File: src/design/sync_regs_pkg.sv
// constants for the sync control and user pattern register slice
// assumes a 13-bit register address space reached over the three-wire serial port
//
// Summary of operation
// RQ1: sync functions idle unless master enable set
// RQ2: host keeps master enable low when unused
// RQ3: divider enable bit gates sync to divider
// RQ4: both bits set: every pulse reaches divider
// RQ5: next-only mode: first pulse only, rest ignored
// RQ6: divider enable clears itself after one-shot sync
// RQ7: host sets channel index before config write
// RQ8: host keeps serial port quiet during capture
// RQ9: sync input synchronised, rising edge detected
// RQ10: reserved sync bits ignored, read as zero
`default_nettype none
package sync_regs_pkg;
	localparam int ADDR_W = 13;
	localparam int INSTR_BITS = 16;
	localparam int BYTE_BITS = 8;
	localparam logic [3:0] INSTR_LAST = 4'hf;
	localparam logic [3:0] BYTE_LAST = 4'h7;
	localparam int RW_POS = 15;

	localparam logic [12:0] ADDR_PAT3_LO = 13'h001d;
	localparam logic [12:0] ADDR_PAT3_HI = 13'h001e;
	localparam logic [12:0] ADDR_PAT4_LO = 13'h001f;
	localparam logic [12:0] ADDR_PAT4_HI = 13'h0020;
	localparam logic [12:0] ADDR_SYNC = 13'h003a;

	localparam logic [7:0] PAT_RESET = 8'h00;
	localparam logic [7:0] SYNC_RESET = 8'h00;
	localparam int SYNC_MASTER_POS = 0;
	localparam int SYNC_DIV_EN_POS = 1;
	localparam int SYNC_NEXT_ONLY_POS = 2;
	localparam logic [7:0] UNMAPPED_READ = 8'h00;

	typedef enum logic [0:0] {
		ST_INSTR = 1'b0,
		ST_DATA = 1'b1
	} spi_state_t;
endpackage
`default_nettype wire

File: src/design/sync_ctrl_if.sv
// carries sync control bits from the register bank to the sync gate, and the
// one-shot clear request back; single core_clk domain
`default_nettype none
interface sync_ctrl_if;
	logic master_en;
	logic div_en;
	logic next_only;
	logic clear_req;
	modport regs (output master_en, output div_en, output next_only, input clear_req);
	modport gate (input master_en, input div_en, input next_only, output clear_req);
endinterface
`default_nettype wire

File: src/design/sync_gate.sv
// sync pulse gate: synchronises the external sync pin and forwards its rising
// edge to the clock divider under control of the sync register bits
`default_nettype none
module sync_gate (
	input wire logic core_clk,
	input wire logic reset,
	input wire logic sync_in,
	sync_ctrl_if.gate ctl,
	output logic div_sync_pulse
);
	logic meta_ff, sync_s_ff, sync_d_ff, pulse_ff, clr_ff;
	logic rise;

	////////////////////////////////////////////////////////////////////////////
	always_ff @(posedge core_clk) begin
		if (reset) begin
			meta_ff <= 1'b0;
			sync_s_ff <= 1'b0;
			sync_d_ff <= 1'b0;
		end else begin
			meta_ff <= sync_in; // [RQ9]
			sync_s_ff <= meta_ff;
			sync_d_ff <= sync_s_ff;
		end
	end

	assign rise = sync_s_ff & ~sync_d_ff; // [RQ9]

	always_ff @(posedge core_clk) begin
		if (reset) begin
			pulse_ff <= 1'b0;
			clr_ff <= 1'b0;
		end else begin
			pulse_ff <= rise & ctl.master_en & ctl.div_en; // [RQ1] [RQ3] [RQ4]
			// one-shot: ask the bank to drop the enable the moment we pass a pulse
			clr_ff <= rise & ctl.master_en & ctl.div_en & ctl.next_only; // [RQ5] [RQ6]
		end
	end

	assign div_sync_pulse = pulse_ff;
	assign ctl.clear_req = clr_ff;

	////////////////////////////////////////////////////////////////////////////
	property p_master_gate;
		@(posedge core_clk) disable iff (reset)
		pulse_ff |-> $past(ctl.master_en);
	endproperty
	a_master_gate: assert property (p_master_gate) else $error("pulse without master enable"); // [RQ1]

	property p_div_gate;
		@(posedge core_clk) disable iff (reset)
		!ctl.div_en |=> !pulse_ff;
	endproperty
	a_div_gate: assert property (p_div_gate) else $error("pulse with divider enable low"); // [RQ3]

	property p_continuous;
		@(posedge core_clk) disable iff (reset)
		(rise && ctl.master_en && ctl.div_en && !ctl.next_only) |=> pulse_ff && !clr_ff;
	endproperty
	a_continuous: assert property (p_continuous) else $error("continuous pulse lost"); // [RQ4]

	property p_one_shot;
		@(posedge core_clk) disable iff (reset)
		(pulse_ff && $past(ctl.next_only)) |=> !pulse_ff [*2];
	endproperty
	a_one_shot: assert property (p_one_shot) else $error("second pulse in one-shot mode"); // [RQ5]

	property p_edge_only;
		@(posedge core_clk) disable iff (reset)
		pulse_ff |-> $past(sync_s_ff) && !$past(sync_d_ff);
	endproperty
	a_edge_only: assert property (p_edge_only) else $error("pulse without rising edge"); // [RQ9]
endmodule
`default_nettype wire

File: src/design/sync_control_and_test_pattern_regs.sv
// register slice: user patterns three and four plus sync control, reached over
// the three-wire serial port; serial pins are sampled as core_clk-synchronous
// inputs, so sclk must run well below core_clk (at most one edge per 2 cycles)
`default_nettype none
module sync_control_and_test_pattern_regs (
	input wire logic core_clk,
	input wire logic reset,
	input wire logic spi_sclk,
	input wire logic spi_cs_n,
	input wire logic sdio_in,
	output logic sdio_out,
	output logic sdio_oe,
	input wire logic sync_in,
	output logic div_sync_pulse,
	output logic sync_buffer_enable,
	output logic [15:0] pattern_three,
	output logic [15:0] pattern_four
);
	sync_ctrl_if sc ();

	sync_regs_pkg::spi_state_t state_ff;
	logic sclk_q_ff;
	logic [3:0] bit_cnt_ff;
	logic [15:0] shift_in_ff;
	logic [15:0] nxt_shift_in;
	logic rw_ff;
	logic [12:0] addr_ff;
	logic [7:0] rd_shift_ff;
	logic sdio_out_ff, sdio_oe_ff;
	logic [7:0] pat3_lo_ff, pat3_hi_ff, pat4_lo_ff, pat4_hi_ff;
	logic master_ff, div_en_ff, next_only_ff;
	logic rise, fall, instr_done, byte_done, wr_fire, rd_load;
	logic [12:0] rd_addr;
	logic [7:0] wr_data;

	////////////////////////////////////////////////////////////////////////////
	// readback mux; reserved sync bits and unmapped addresses read zero
	function automatic logic [7:0] read_reg(input logic [12:0] a, input logic [7:0] p3l,
			input logic [7:0] p3h, input logic [7:0] p4l, input logic [7:0] p4h,
			input logic m, input logic d, input logic n);
		logic [7:0] r;
		r = sync_regs_pkg::UNMAPPED_READ;
		if (a == sync_regs_pkg::ADDR_PAT3_LO) begin
			r = p3l;
		end else if (a == sync_regs_pkg::ADDR_PAT3_HI) begin
			r = p3h;
		end else if (a == sync_regs_pkg::ADDR_PAT4_LO) begin
			r = p4l;
		end else if (a == sync_regs_pkg::ADDR_PAT4_HI) begin
			r = p4h;
		end else if (a == sync_regs_pkg::ADDR_SYNC) begin
			r[sync_regs_pkg::SYNC_MASTER_POS] = m; // [RQ10]
			r[sync_regs_pkg::SYNC_DIV_EN_POS] = d;
			r[sync_regs_pkg::SYNC_NEXT_ONLY_POS] = n;
		end
		return r;
	endfunction

	////////////////////////////////////////////////////////////////////////////
	// serial framing
	assign rise = spi_sclk & ~sclk_q_ff;
	assign fall = ~spi_sclk & sclk_q_ff;
	assign nxt_shift_in = {shift_in_ff[14:0], sdio_in};
	assign instr_done = rise && !spi_cs_n && state_ff == sync_regs_pkg::ST_INSTR
		&& bit_cnt_ff == sync_regs_pkg::INSTR_LAST;
	assign byte_done = rise && !spi_cs_n && state_ff == sync_regs_pkg::ST_DATA
		&& bit_cnt_ff == sync_regs_pkg::BYTE_LAST;
	assign wr_fire = byte_done && !rw_ff;
	assign wr_data = nxt_shift_in[7:0];
	assign rd_load = instr_done || byte_done;
	// streaming walks the address downward after every byte
	assign rd_addr = instr_done ? nxt_shift_in[12:0] : addr_ff - 13'h0001;

	always_ff @(posedge core_clk) begin
		if (reset) begin
			sclk_q_ff <= 1'b0;
		end else begin
			sclk_q_ff <= spi_sclk;
		end
	end

	always_ff @(posedge core_clk) begin
		if (reset || spi_cs_n) begin
			state_ff <= sync_regs_pkg::ST_INSTR;
			bit_cnt_ff <= 4'h0;
		end else if (rise) begin
			case (state_ff)
				sync_regs_pkg::ST_INSTR: begin
					if (bit_cnt_ff == sync_regs_pkg::INSTR_LAST) begin
						state_ff <= sync_regs_pkg::ST_DATA;
						bit_cnt_ff <= 4'h0;
					end else begin
						bit_cnt_ff <= bit_cnt_ff + 4'h1;
					end
				end
				default: begin
					if (bit_cnt_ff == sync_regs_pkg::BYTE_LAST) begin
						bit_cnt_ff <= 4'h0;
					end else begin
						bit_cnt_ff <= bit_cnt_ff + 4'h1;
					end
				end
			endcase
		end
	end

	always_ff @(posedge core_clk) begin
		if (reset) begin
			shift_in_ff <= 16'h0000;
		end else if (rise && !spi_cs_n) begin
			shift_in_ff <= nxt_shift_in;
		end
	end

	always_ff @(posedge core_clk) begin
		if (reset) begin
			rw_ff <= 1'b0;
			addr_ff <= 13'h0000;
		end else if (instr_done) begin
			rw_ff <= nxt_shift_in[sync_regs_pkg::RW_POS];
			addr_ff <= nxt_shift_in[12:0];
		end else if (byte_done) begin
			addr_ff <= addr_ff - 13'h0001;
		end
	end

	////////////////////////////////////////////////////////////////////////////
	// read path: new byte drives out from the sclk falling edge onward
	always_ff @(posedge core_clk) begin
		if (reset) begin
			rd_shift_ff <= 8'h00;
			sdio_out_ff <= 1'b0;
		end else if (rd_load) begin
			rd_shift_ff <= read_reg(rd_addr, pat3_lo_ff, pat3_hi_ff, pat4_lo_ff, pat4_hi_ff,
				master_ff, div_en_ff, next_only_ff);
		end else if (fall && !spi_cs_n && state_ff == sync_regs_pkg::ST_DATA && rw_ff) begin
			sdio_out_ff <= rd_shift_ff[7];
			rd_shift_ff <= {rd_shift_ff[6:0], 1'b0};
		end
	end

	always_ff @(posedge core_clk) begin
		if (reset) begin
			sdio_oe_ff <= 1'b0;
		end else begin
			sdio_oe_ff <= !spi_cs_n && state_ff == sync_regs_pkg::ST_DATA && rw_ff;
		end
	end

	////////////////////////////////////////////////////////////////////////////
	// pattern registers
	always_ff @(posedge core_clk) begin
		if (reset) begin
			pat3_lo_ff <= sync_regs_pkg::PAT_RESET;
			pat3_hi_ff <= sync_regs_pkg::PAT_RESET;
			pat4_lo_ff <= sync_regs_pkg::PAT_RESET;
			pat4_hi_ff <= sync_regs_pkg::PAT_RESET;
		end else if (wr_fire) begin
			if (addr_ff == sync_regs_pkg::ADDR_PAT3_LO) begin
				pat3_lo_ff <= wr_data;
			end else if (addr_ff == sync_regs_pkg::ADDR_PAT3_HI) begin
				pat3_hi_ff <= wr_data;
			end else if (addr_ff == sync_regs_pkg::ADDR_PAT4_LO) begin
				pat4_lo_ff <= wr_data;
			end else if (addr_ff == sync_regs_pkg::ADDR_PAT4_HI) begin
				pat4_hi_ff <= wr_data;
			end
		end
	end

	////////////////////////////////////////////////////////////////////////////
	// sync control; bits 7:3 have no storage
	always_ff @(posedge core_clk) begin
		if (reset) begin
			master_ff <= sync_regs_pkg::SYNC_RESET[sync_regs_pkg::SYNC_MASTER_POS];
			next_only_ff <= sync_regs_pkg::SYNC_RESET[sync_regs_pkg::SYNC_NEXT_ONLY_POS];
		end else if (wr_fire && addr_ff == sync_regs_pkg::ADDR_SYNC) begin
			master_ff <= wr_data[sync_regs_pkg::SYNC_MASTER_POS]; // [RQ1] [RQ10]
			next_only_ff <= wr_data[sync_regs_pkg::SYNC_NEXT_ONLY_POS];
		end
	end

	// a fresh software write beats a same-cycle one-shot clear; a re-arm written one cycle before clear_req is still cleared
	always_ff @(posedge core_clk) begin
		if (reset) begin
			div_en_ff <= sync_regs_pkg::SYNC_RESET[sync_regs_pkg::SYNC_DIV_EN_POS];
		end else if (wr_fire && addr_ff == sync_regs_pkg::ADDR_SYNC) begin
			div_en_ff <= wr_data[sync_regs_pkg::SYNC_DIV_EN_POS]; // [RQ3]
		end else if (sc.clear_req) begin
			div_en_ff <= 1'b0; // [RQ6]
		end
	end

	assign sc.master_en = master_ff;
	assign sc.div_en = div_en_ff;
	assign sc.next_only = next_only_ff;

	sync_gate u_gate (
		.core_clk(core_clk),
		.reset(reset),
		.sync_in(sync_in),
		.ctl(sc),
		.div_sync_pulse(div_sync_pulse)
	);

	assign sdio_out = sdio_out_ff;
	assign sdio_oe = sdio_oe_ff;
	assign sync_buffer_enable = master_ff;
	assign pattern_three = {pat3_hi_ff, pat3_lo_ff};
	assign pattern_four = {pat4_hi_ff, pat4_lo_ff};

	////////////////////////////////////////////////////////////////////////////
	property p_self_clear;
		@(posedge core_clk) disable iff (reset)
		(sc.clear_req && !(wr_fire && addr_ff == sync_regs_pkg::ADDR_SYNC)) |=> !div_en_ff;
	endproperty
	a_self_clear: assert property (p_self_clear) else $error("divider enable not cleared"); // [RQ6]

	property p_reserved_zero;
		@(posedge core_clk) disable iff (reset)
		(rd_load && rd_addr == sync_regs_pkg::ADDR_SYNC) |=> rd_shift_ff[7:3] == 5'h00;
	endproperty
	a_reserved_zero: assert property (p_reserved_zero) else $error("reserved bits read nonzero"); // [RQ10]

	property p_div_write;
		@(posedge core_clk) disable iff (reset)
		(wr_fire && addr_ff == sync_regs_pkg::ADDR_SYNC)
			|=> div_en_ff == $past(wr_data[sync_regs_pkg::SYNC_DIV_EN_POS])
			&& master_ff == $past(wr_data[sync_regs_pkg::SYNC_MASTER_POS]);
	endproperty
	a_div_write: assert property (p_div_write) else $error("sync control write lost"); // [RQ3]
endmodule
`default_nettype wire

File: config.mk
export PLATFORM = sky130hd
export DESIGN_NAME = sync_control_and_test_pattern_regs
export DESIGN_NICKNAME = d
export VERILOG_FILES = /design/src/design/sync_regs_pkg.sv /design/src/design/sync_ctrl_if.sv /design/src/design/sync_gate.sv /design/src/design/sync_control_and_test_pattern_regs.sv
export SDC_FILE = /design/constraint.sdc
export NUM_CORES = 1
export LEC_CHECK = 0
export ABC_AREA = 1
export BUFFER_PORTS_ARGS = -buffer_cell sky130_fd_sc_hd__buf_2
export CAP_MARGIN = 20
export CORE_MARGIN = 4
export CORE_UTILIZATION = 50
export CTS_CLUSTER_DIAMETER = 40
export DETAILED_ROUTE_END_ITERATION = 10
export PLACE_DENSITY = 0.67
export SYNTH_ARGS = -nofsm -noshare
export SYNTH_HDL_FRONTEND = slang
export SYNTH_SLANG_ARGS = --single-unit
File: constraint.sdc
create_clock -name core_clk -period 5.7 [get_ports core_clk]
set_input_delay 0.57 -clock core_clk [delete_from_list [all_inputs] [get_ports core_clk]]
set_output_delay 0.57 -clock core_clk [all_outputs]
set_load 0.03 [all_outputs]
==> tab_implementation.tex <==
\begin{tabular}{lr}
\hline
Metric & Value \\
\hline
\multicolumn{2}{l}{\textbf{Status}} \\
\quad Run status & complete, no violations \\
\multicolumn{2}{l}{\textbf{Clocking}} \\
\quad TritonCTS clock tree & built \\
\quad Worst skew pair latency & 0.36 ns \\
\quad H-tree levels & 3 \\
\quad Number of CTS-inserted buffers & 9 \\
\quad Setup Buffers After CTS & 0 \\
\quad Count of cells resized by post-cts repair & 0 \\
\quad Number of sinks handled by clock tree synthesis & 85 \\
\quad Clock root buffer master & clkbuf\_8 \\
\quad Number of hold buffers added after cts & 0 \\
\quad Clock Pin Slew Worst Setup and Hold Paths & 0.10 ns \\
\quad Clock tree buffer depth & 2 \\
\multicolumn{2}{l}{\textbf{Pwr}} \\
\quad Total net switching power & 274 µW \\
\quad Internal power consumption & 788 µW \\
\quad Clock network power share & 39.1\% \\
\quad Fraction of power consumed by sequential logic & 57.2\% \\
\quad Static Leakage & 0.00200 µW \\
\quad Cell Pwr Density & 228 nW/µm² \\
\quad Relative contribution of combinational cells to total power & 3.7\% \\
\quad Sw Share & 25.8\% \\
\quad Worst vdd rail ir drop & 0.141 mV \\
\multicolumn{2}{l}{\textbf{GRT}} \\
\quad Gr ovfl total & 0 \\
\quad Number of antenna violations at the first check in global routing & 0 \\
\quad Vias in the first global route & 3847 \\
\quad Global-route wire length before repair & 18800 µm \\
\quad Maximum number of pins on one net before global-route repair & 47 \\
\quad Total global-route track usage & 23.5\% \\
\multicolumn{2}{l}{\textbf{Final layout}} \\
\quad Layout cell share with drive strength beyond 1 & 16.2\% \\
\quad Count of antenna diodes in the layout & 0 \\
\quad FILL cells & 792 \\
\quad Area of all placed cells without fillers & 4660 µm² \\
\quad Post-synthesis to final-layout area growth & 10.5\% \\
\quad Final net count & 634 \\
\multicolumn{2}{l}{\textbf{Placed design}} \\
\quad Placed Area & 4470 µm² \\
\quad Number of buffers added on ports & 41 \\
\quad Routability-driven placement congestion ratio & 0.947 \\
\quad HPWL after detailed placement & 8160 µm \\
\multicolumn{2}{l}{\textbf{Synthesis}} \\
\quad Ys async rst share & 0\% \\
\quad Post-synthesis sequential area ratio & 40.3\% \\
\quad Flops \& latches, synth & 85 \\
\quad Largest area contributor in the synthesized netlist & dfxtp\_1 \\
\quad Net count after synthesis & 600 \\
\quad Netlist area before placement & 4220 µm² \\
\quad Cell count after synthesis & 589 \\
\quad Number of synthesis warnings & 0 \\
\quad Number of library cell types mapped by synthesis & 34 \\
\quad Most used DFF post-synth & dfxtp\_1 \\
\quad Count of flip-flops with a built-in enable after synthesis & 0 \\
\quad Post-Syn Area per Cell & 7.17 µm² \\
\quad Portion of synthesized cell area occupied by the leading cell type & 40.3\% \\
\quad Area contributors post-synth & dfxtp\_1 40\%, o21ai\_0 9.5\%, a21oi\_1 7.7\% \\
\quad Top cell types by occurrence after synthesis & 85 x dfxtp\_1, 81 x inv\_1, 80 x o21ai\_0, 76 x nand2\_1, 65 x a21oi\_1 \\
\quad Most numerous cell in the Yosys netlist & dfxtp\_1 \\
\multicolumn{2}{l}{\textbf{Floorplanning}} \\
\quad DIE AREA & 9980 µm² \\
\quad Chip height & 99.9 µm \\
\quad Die span in x & 99.9 µm \\
\quad Cell row count & 33 \\
\quad Ports & 42 \\
\quad Area of the core & 8220 µm² \\
\quad Initial cell density of the core & 51.4\% \\
\multicolumn{2}{l}{\textbf{Setup path}} \\
\quad CP Launch Type & flop \\
\quad Kind of cell with the highest combined delay on the critical path & simple AND/OR/NAND/NOR gates \\
\quad Slowest stage cell, crit path & nor2\_4 \\
\quad Number of buffers and inverters on the critical path & 1 \\
\quad Endpoint type of the worst setup path & flop \\
\quad Worst setup path category & reg -> reg \\
\quad Worst Path Max Fanout & 24 \\
\quad Req. time, crit path & 5.93 ns \\
\quad Worst-path cell chain & inv\_1 -> nand2\_2 -> nor2\_4 -> nand2\_4 -> nand2\_1 -> nor2\_1 -> nor2\_1 -> nand3\_2 -> nor2\_4 -> nand3\_2 -> o21ai\_0 -> o21bai\_1 -> a21oi\_1 \\
\quad Largest stage delay on the critical path & 0.41 ns \\
\quad Crit path DAT & 3.13 ns \\
\multicolumn{2}{l}{\textbf{STA}} \\
\quad Worst clock skew & 0.0114 ns \\
\quad Post-route fraction of the period consumed by the critical path & 50.9\% \\
\quad Total negative setup slack & 0 ns \\
\quad Setup repair after global routing missed its margin & false \\
\quad Maximum operating frequency & 0.345 GHz \\
\quad Number of endpoints with negative hold slack in the final report & 0 \\
\quad Final Critical Period & 2.90 ns \\
\quad Worst-margin pin slew & 1.00 ns \\
\quad Max-slew headroom & 33.1\% \\
\quad Max-slew violation count & 0 \\
\quad Final-report setup violation count & 0 \\
\multicolumn{2}{l}{\textbf{Detailed routing}} \\
\quad Drt first-iter violations & 286 \\
\quad WL/cell & 15.1 µm \\
\quad Total detailed-routing wirelength & 11000 µm \\
\quad Via-to-Cell Ratio & 5.41 \\
\quad Antenna-violating nets left & 0 \\
\quad DRC violation count after routing & 0 \\
\quad Routed vias & 3967 \\
\quad First-pass detailed-route iteration total & 5 \\
\multicolumn{2}{l}{\textbf{Worst hold path}} \\
\quad Path type of the worst min-delay path & in -> reg \\
\multicolumn{2}{l}{\textbf{Job}} \\
\quad Max-capacitance violation count & 0 \\
\hline
\end{tabular}
-- registers in the layout, indices dropped and copies added, names as in the netlist --
| signal | count |
|---|---|
| u_gate.sync_d_ff | 1 |
| div_en_ff | 1 |
| sclk_q_ff | 1 |
| u_gate.div_sync_pulse | 1 |
| u_gate.ctl.clear_req | 1 |
| sdio_out | 1 |
| shift_in_ff | 15 |
| u_gate.meta_ff | 1 |
| state_ff | 1 |
| rd_shift_ff | 8 |
| next_only_ff | 1 |
| pat3_hi_ff | 8 |
| rw_ff | 1 |
| sync_buffer_enable | 1 |
| addr_ff | 13 |
| pat4_hi_ff | 8 |
| pat3_lo_ff | 8 |
| pat4_lo_ff | 8 |
| u_gate.sync_s_ff | 1 |
| bit_cnt_ff | 4 |
| sdio_oe | 1 |
-- logic make-up after synthesis --
family,count (synthesis),synth area share [%]
and+or+nand+nor,214,24.6
AOI/OAI and AO/OA,176,22.7
buffers and inverters,105,10.1
DFF,85,40.3
adders and majority gates,5,1.48
xor gates and xnor gates,4,0.830
-- metal layers --
metal	share of wire (%)	vias to the layer above	track usage, %
met1	48	1806	32.8
met2	44	128	36.2
met4	1.9	0	8.82
li1	-	2015	-
met3	6.2	18	4.24
met5	0	-	0
-- area by class of cell --
cell class	count	area, µm²	share of cell area (%)
Timing Repair Buffer	45	235	5.04
Clock inverter	6	52.6	1.13
Multi-Input combinational cell	399	2090	44.9
Clock buffer	10	138	2.95
Sequential cell	85	1700	36.5
Tap cell	105	131	2.82
Inverter	83	313	6.71
-- worst register-to-register path: stages (launching register included) --
cell	delay [ns]
dfxtp_1	0.31
inv_1	0.08
nand2_2	0.12
nor2_4	0.41
nand2_4	0.25
nand2_1	0.16
nor2_1	0.05
nor2_1	0.15
nand3_2	0.10
nor2_4	0.32
nand3_2	0.36
o21ai_0	0.26
o21bai_1	0.14
a21oi_1	0.07
-- power groups by stage --
stage          Combinational, µW  Sequential (µW)  Clock, µW
3_5_place_dp                39.7              621          0
5_1_grt                     44.7              609        447
4_1_cts                     39.9              607        423
2_1_floorplan               26.9              619          0
6_report                    39.8              608        415
3_3_place_gp                39.2              621          0
-- path summary, 6_finish.rpt --
check                                  from                     endpoint  slack, ns  depth (start not counted)
setup / recovery       sclk_q_ff$_SDFF_PP0_  rd_shift_ff[5]$_SDFFE_PP0P_       2.80                         13
hold reg to reg   u_gate.meta_ff$_SDFF_PP0_  u_gate.sync_s_ff$_SDFF_PP0_       0.42                          2
hold / removal                      sync_in    u_gate.meta_ff$_SDFF_PP0_       0.41                          3
setup reg to reg       sclk_q_ff$_SDFF_PP0_  rd_shift_ff[5]$_SDFFE_PP0P_       2.80                         13
-- through the flow --
| step | util (%) | instances | worst slack (ns) | hold slack (ns) | power (µW) |
|---|---|---|---|---|---|
| global placement | 54.5 | 717 | 2.63 | 0.392 | 660 |
| detailed placement | 54.5 | 717 | 2.51 | 0.410 | 661 |
| global route | 56.8 | 733 | 2.46 | 0.391 | 1100 |
| floorplan | - | 589 | 3.51 | 0.388 | 646 |
| CTS | 56.8 | 733 | 2.80 | 0.401 | 1070 |
| finish | 56.8 | 733 | 2.80 | 0.409 | 1060 |
-- cell usage in the layout, fill, tap and decap left out, types with 2 or more instances in the layout --
cell | netlist | final
ha_1 | 5 | 5
nand3_1 | 29 | 29
inv_6 | 0 | 2
xor2_1 | 3 | 3
clkinvlp_4 | 0 | 2
a21oi_2 | 4 | 4
buf_4 | 0 | 4
o21ai_0 | 80 | 80
o21ai_2 | 8 | 8
o21bai_1 | 4 | 4
o22ai_1 | 5 | 5
dfxtp_1 | 85 | 85
buf_2 | 2 | 41
nand2_1 | 76 | 76
nand2_2 | 3 | 3
nor2_2 | 5 | 5
nor3_1 | 8 | 8
nand4_1 | 10 | 10
nor2_1 | 64 | 64
a31oi_1 | 2 | 2
o21ai_1 | 6 | 6
a21oi_1 | 65 | 65
nand2_4 | 2 | 2
nor2_4 | 7 | 7
inv_1 | 81 | 81
nand3_2 | 6 | 6
clkbuf_8 | 0 | 10
(Power assumes the default switching activity.)
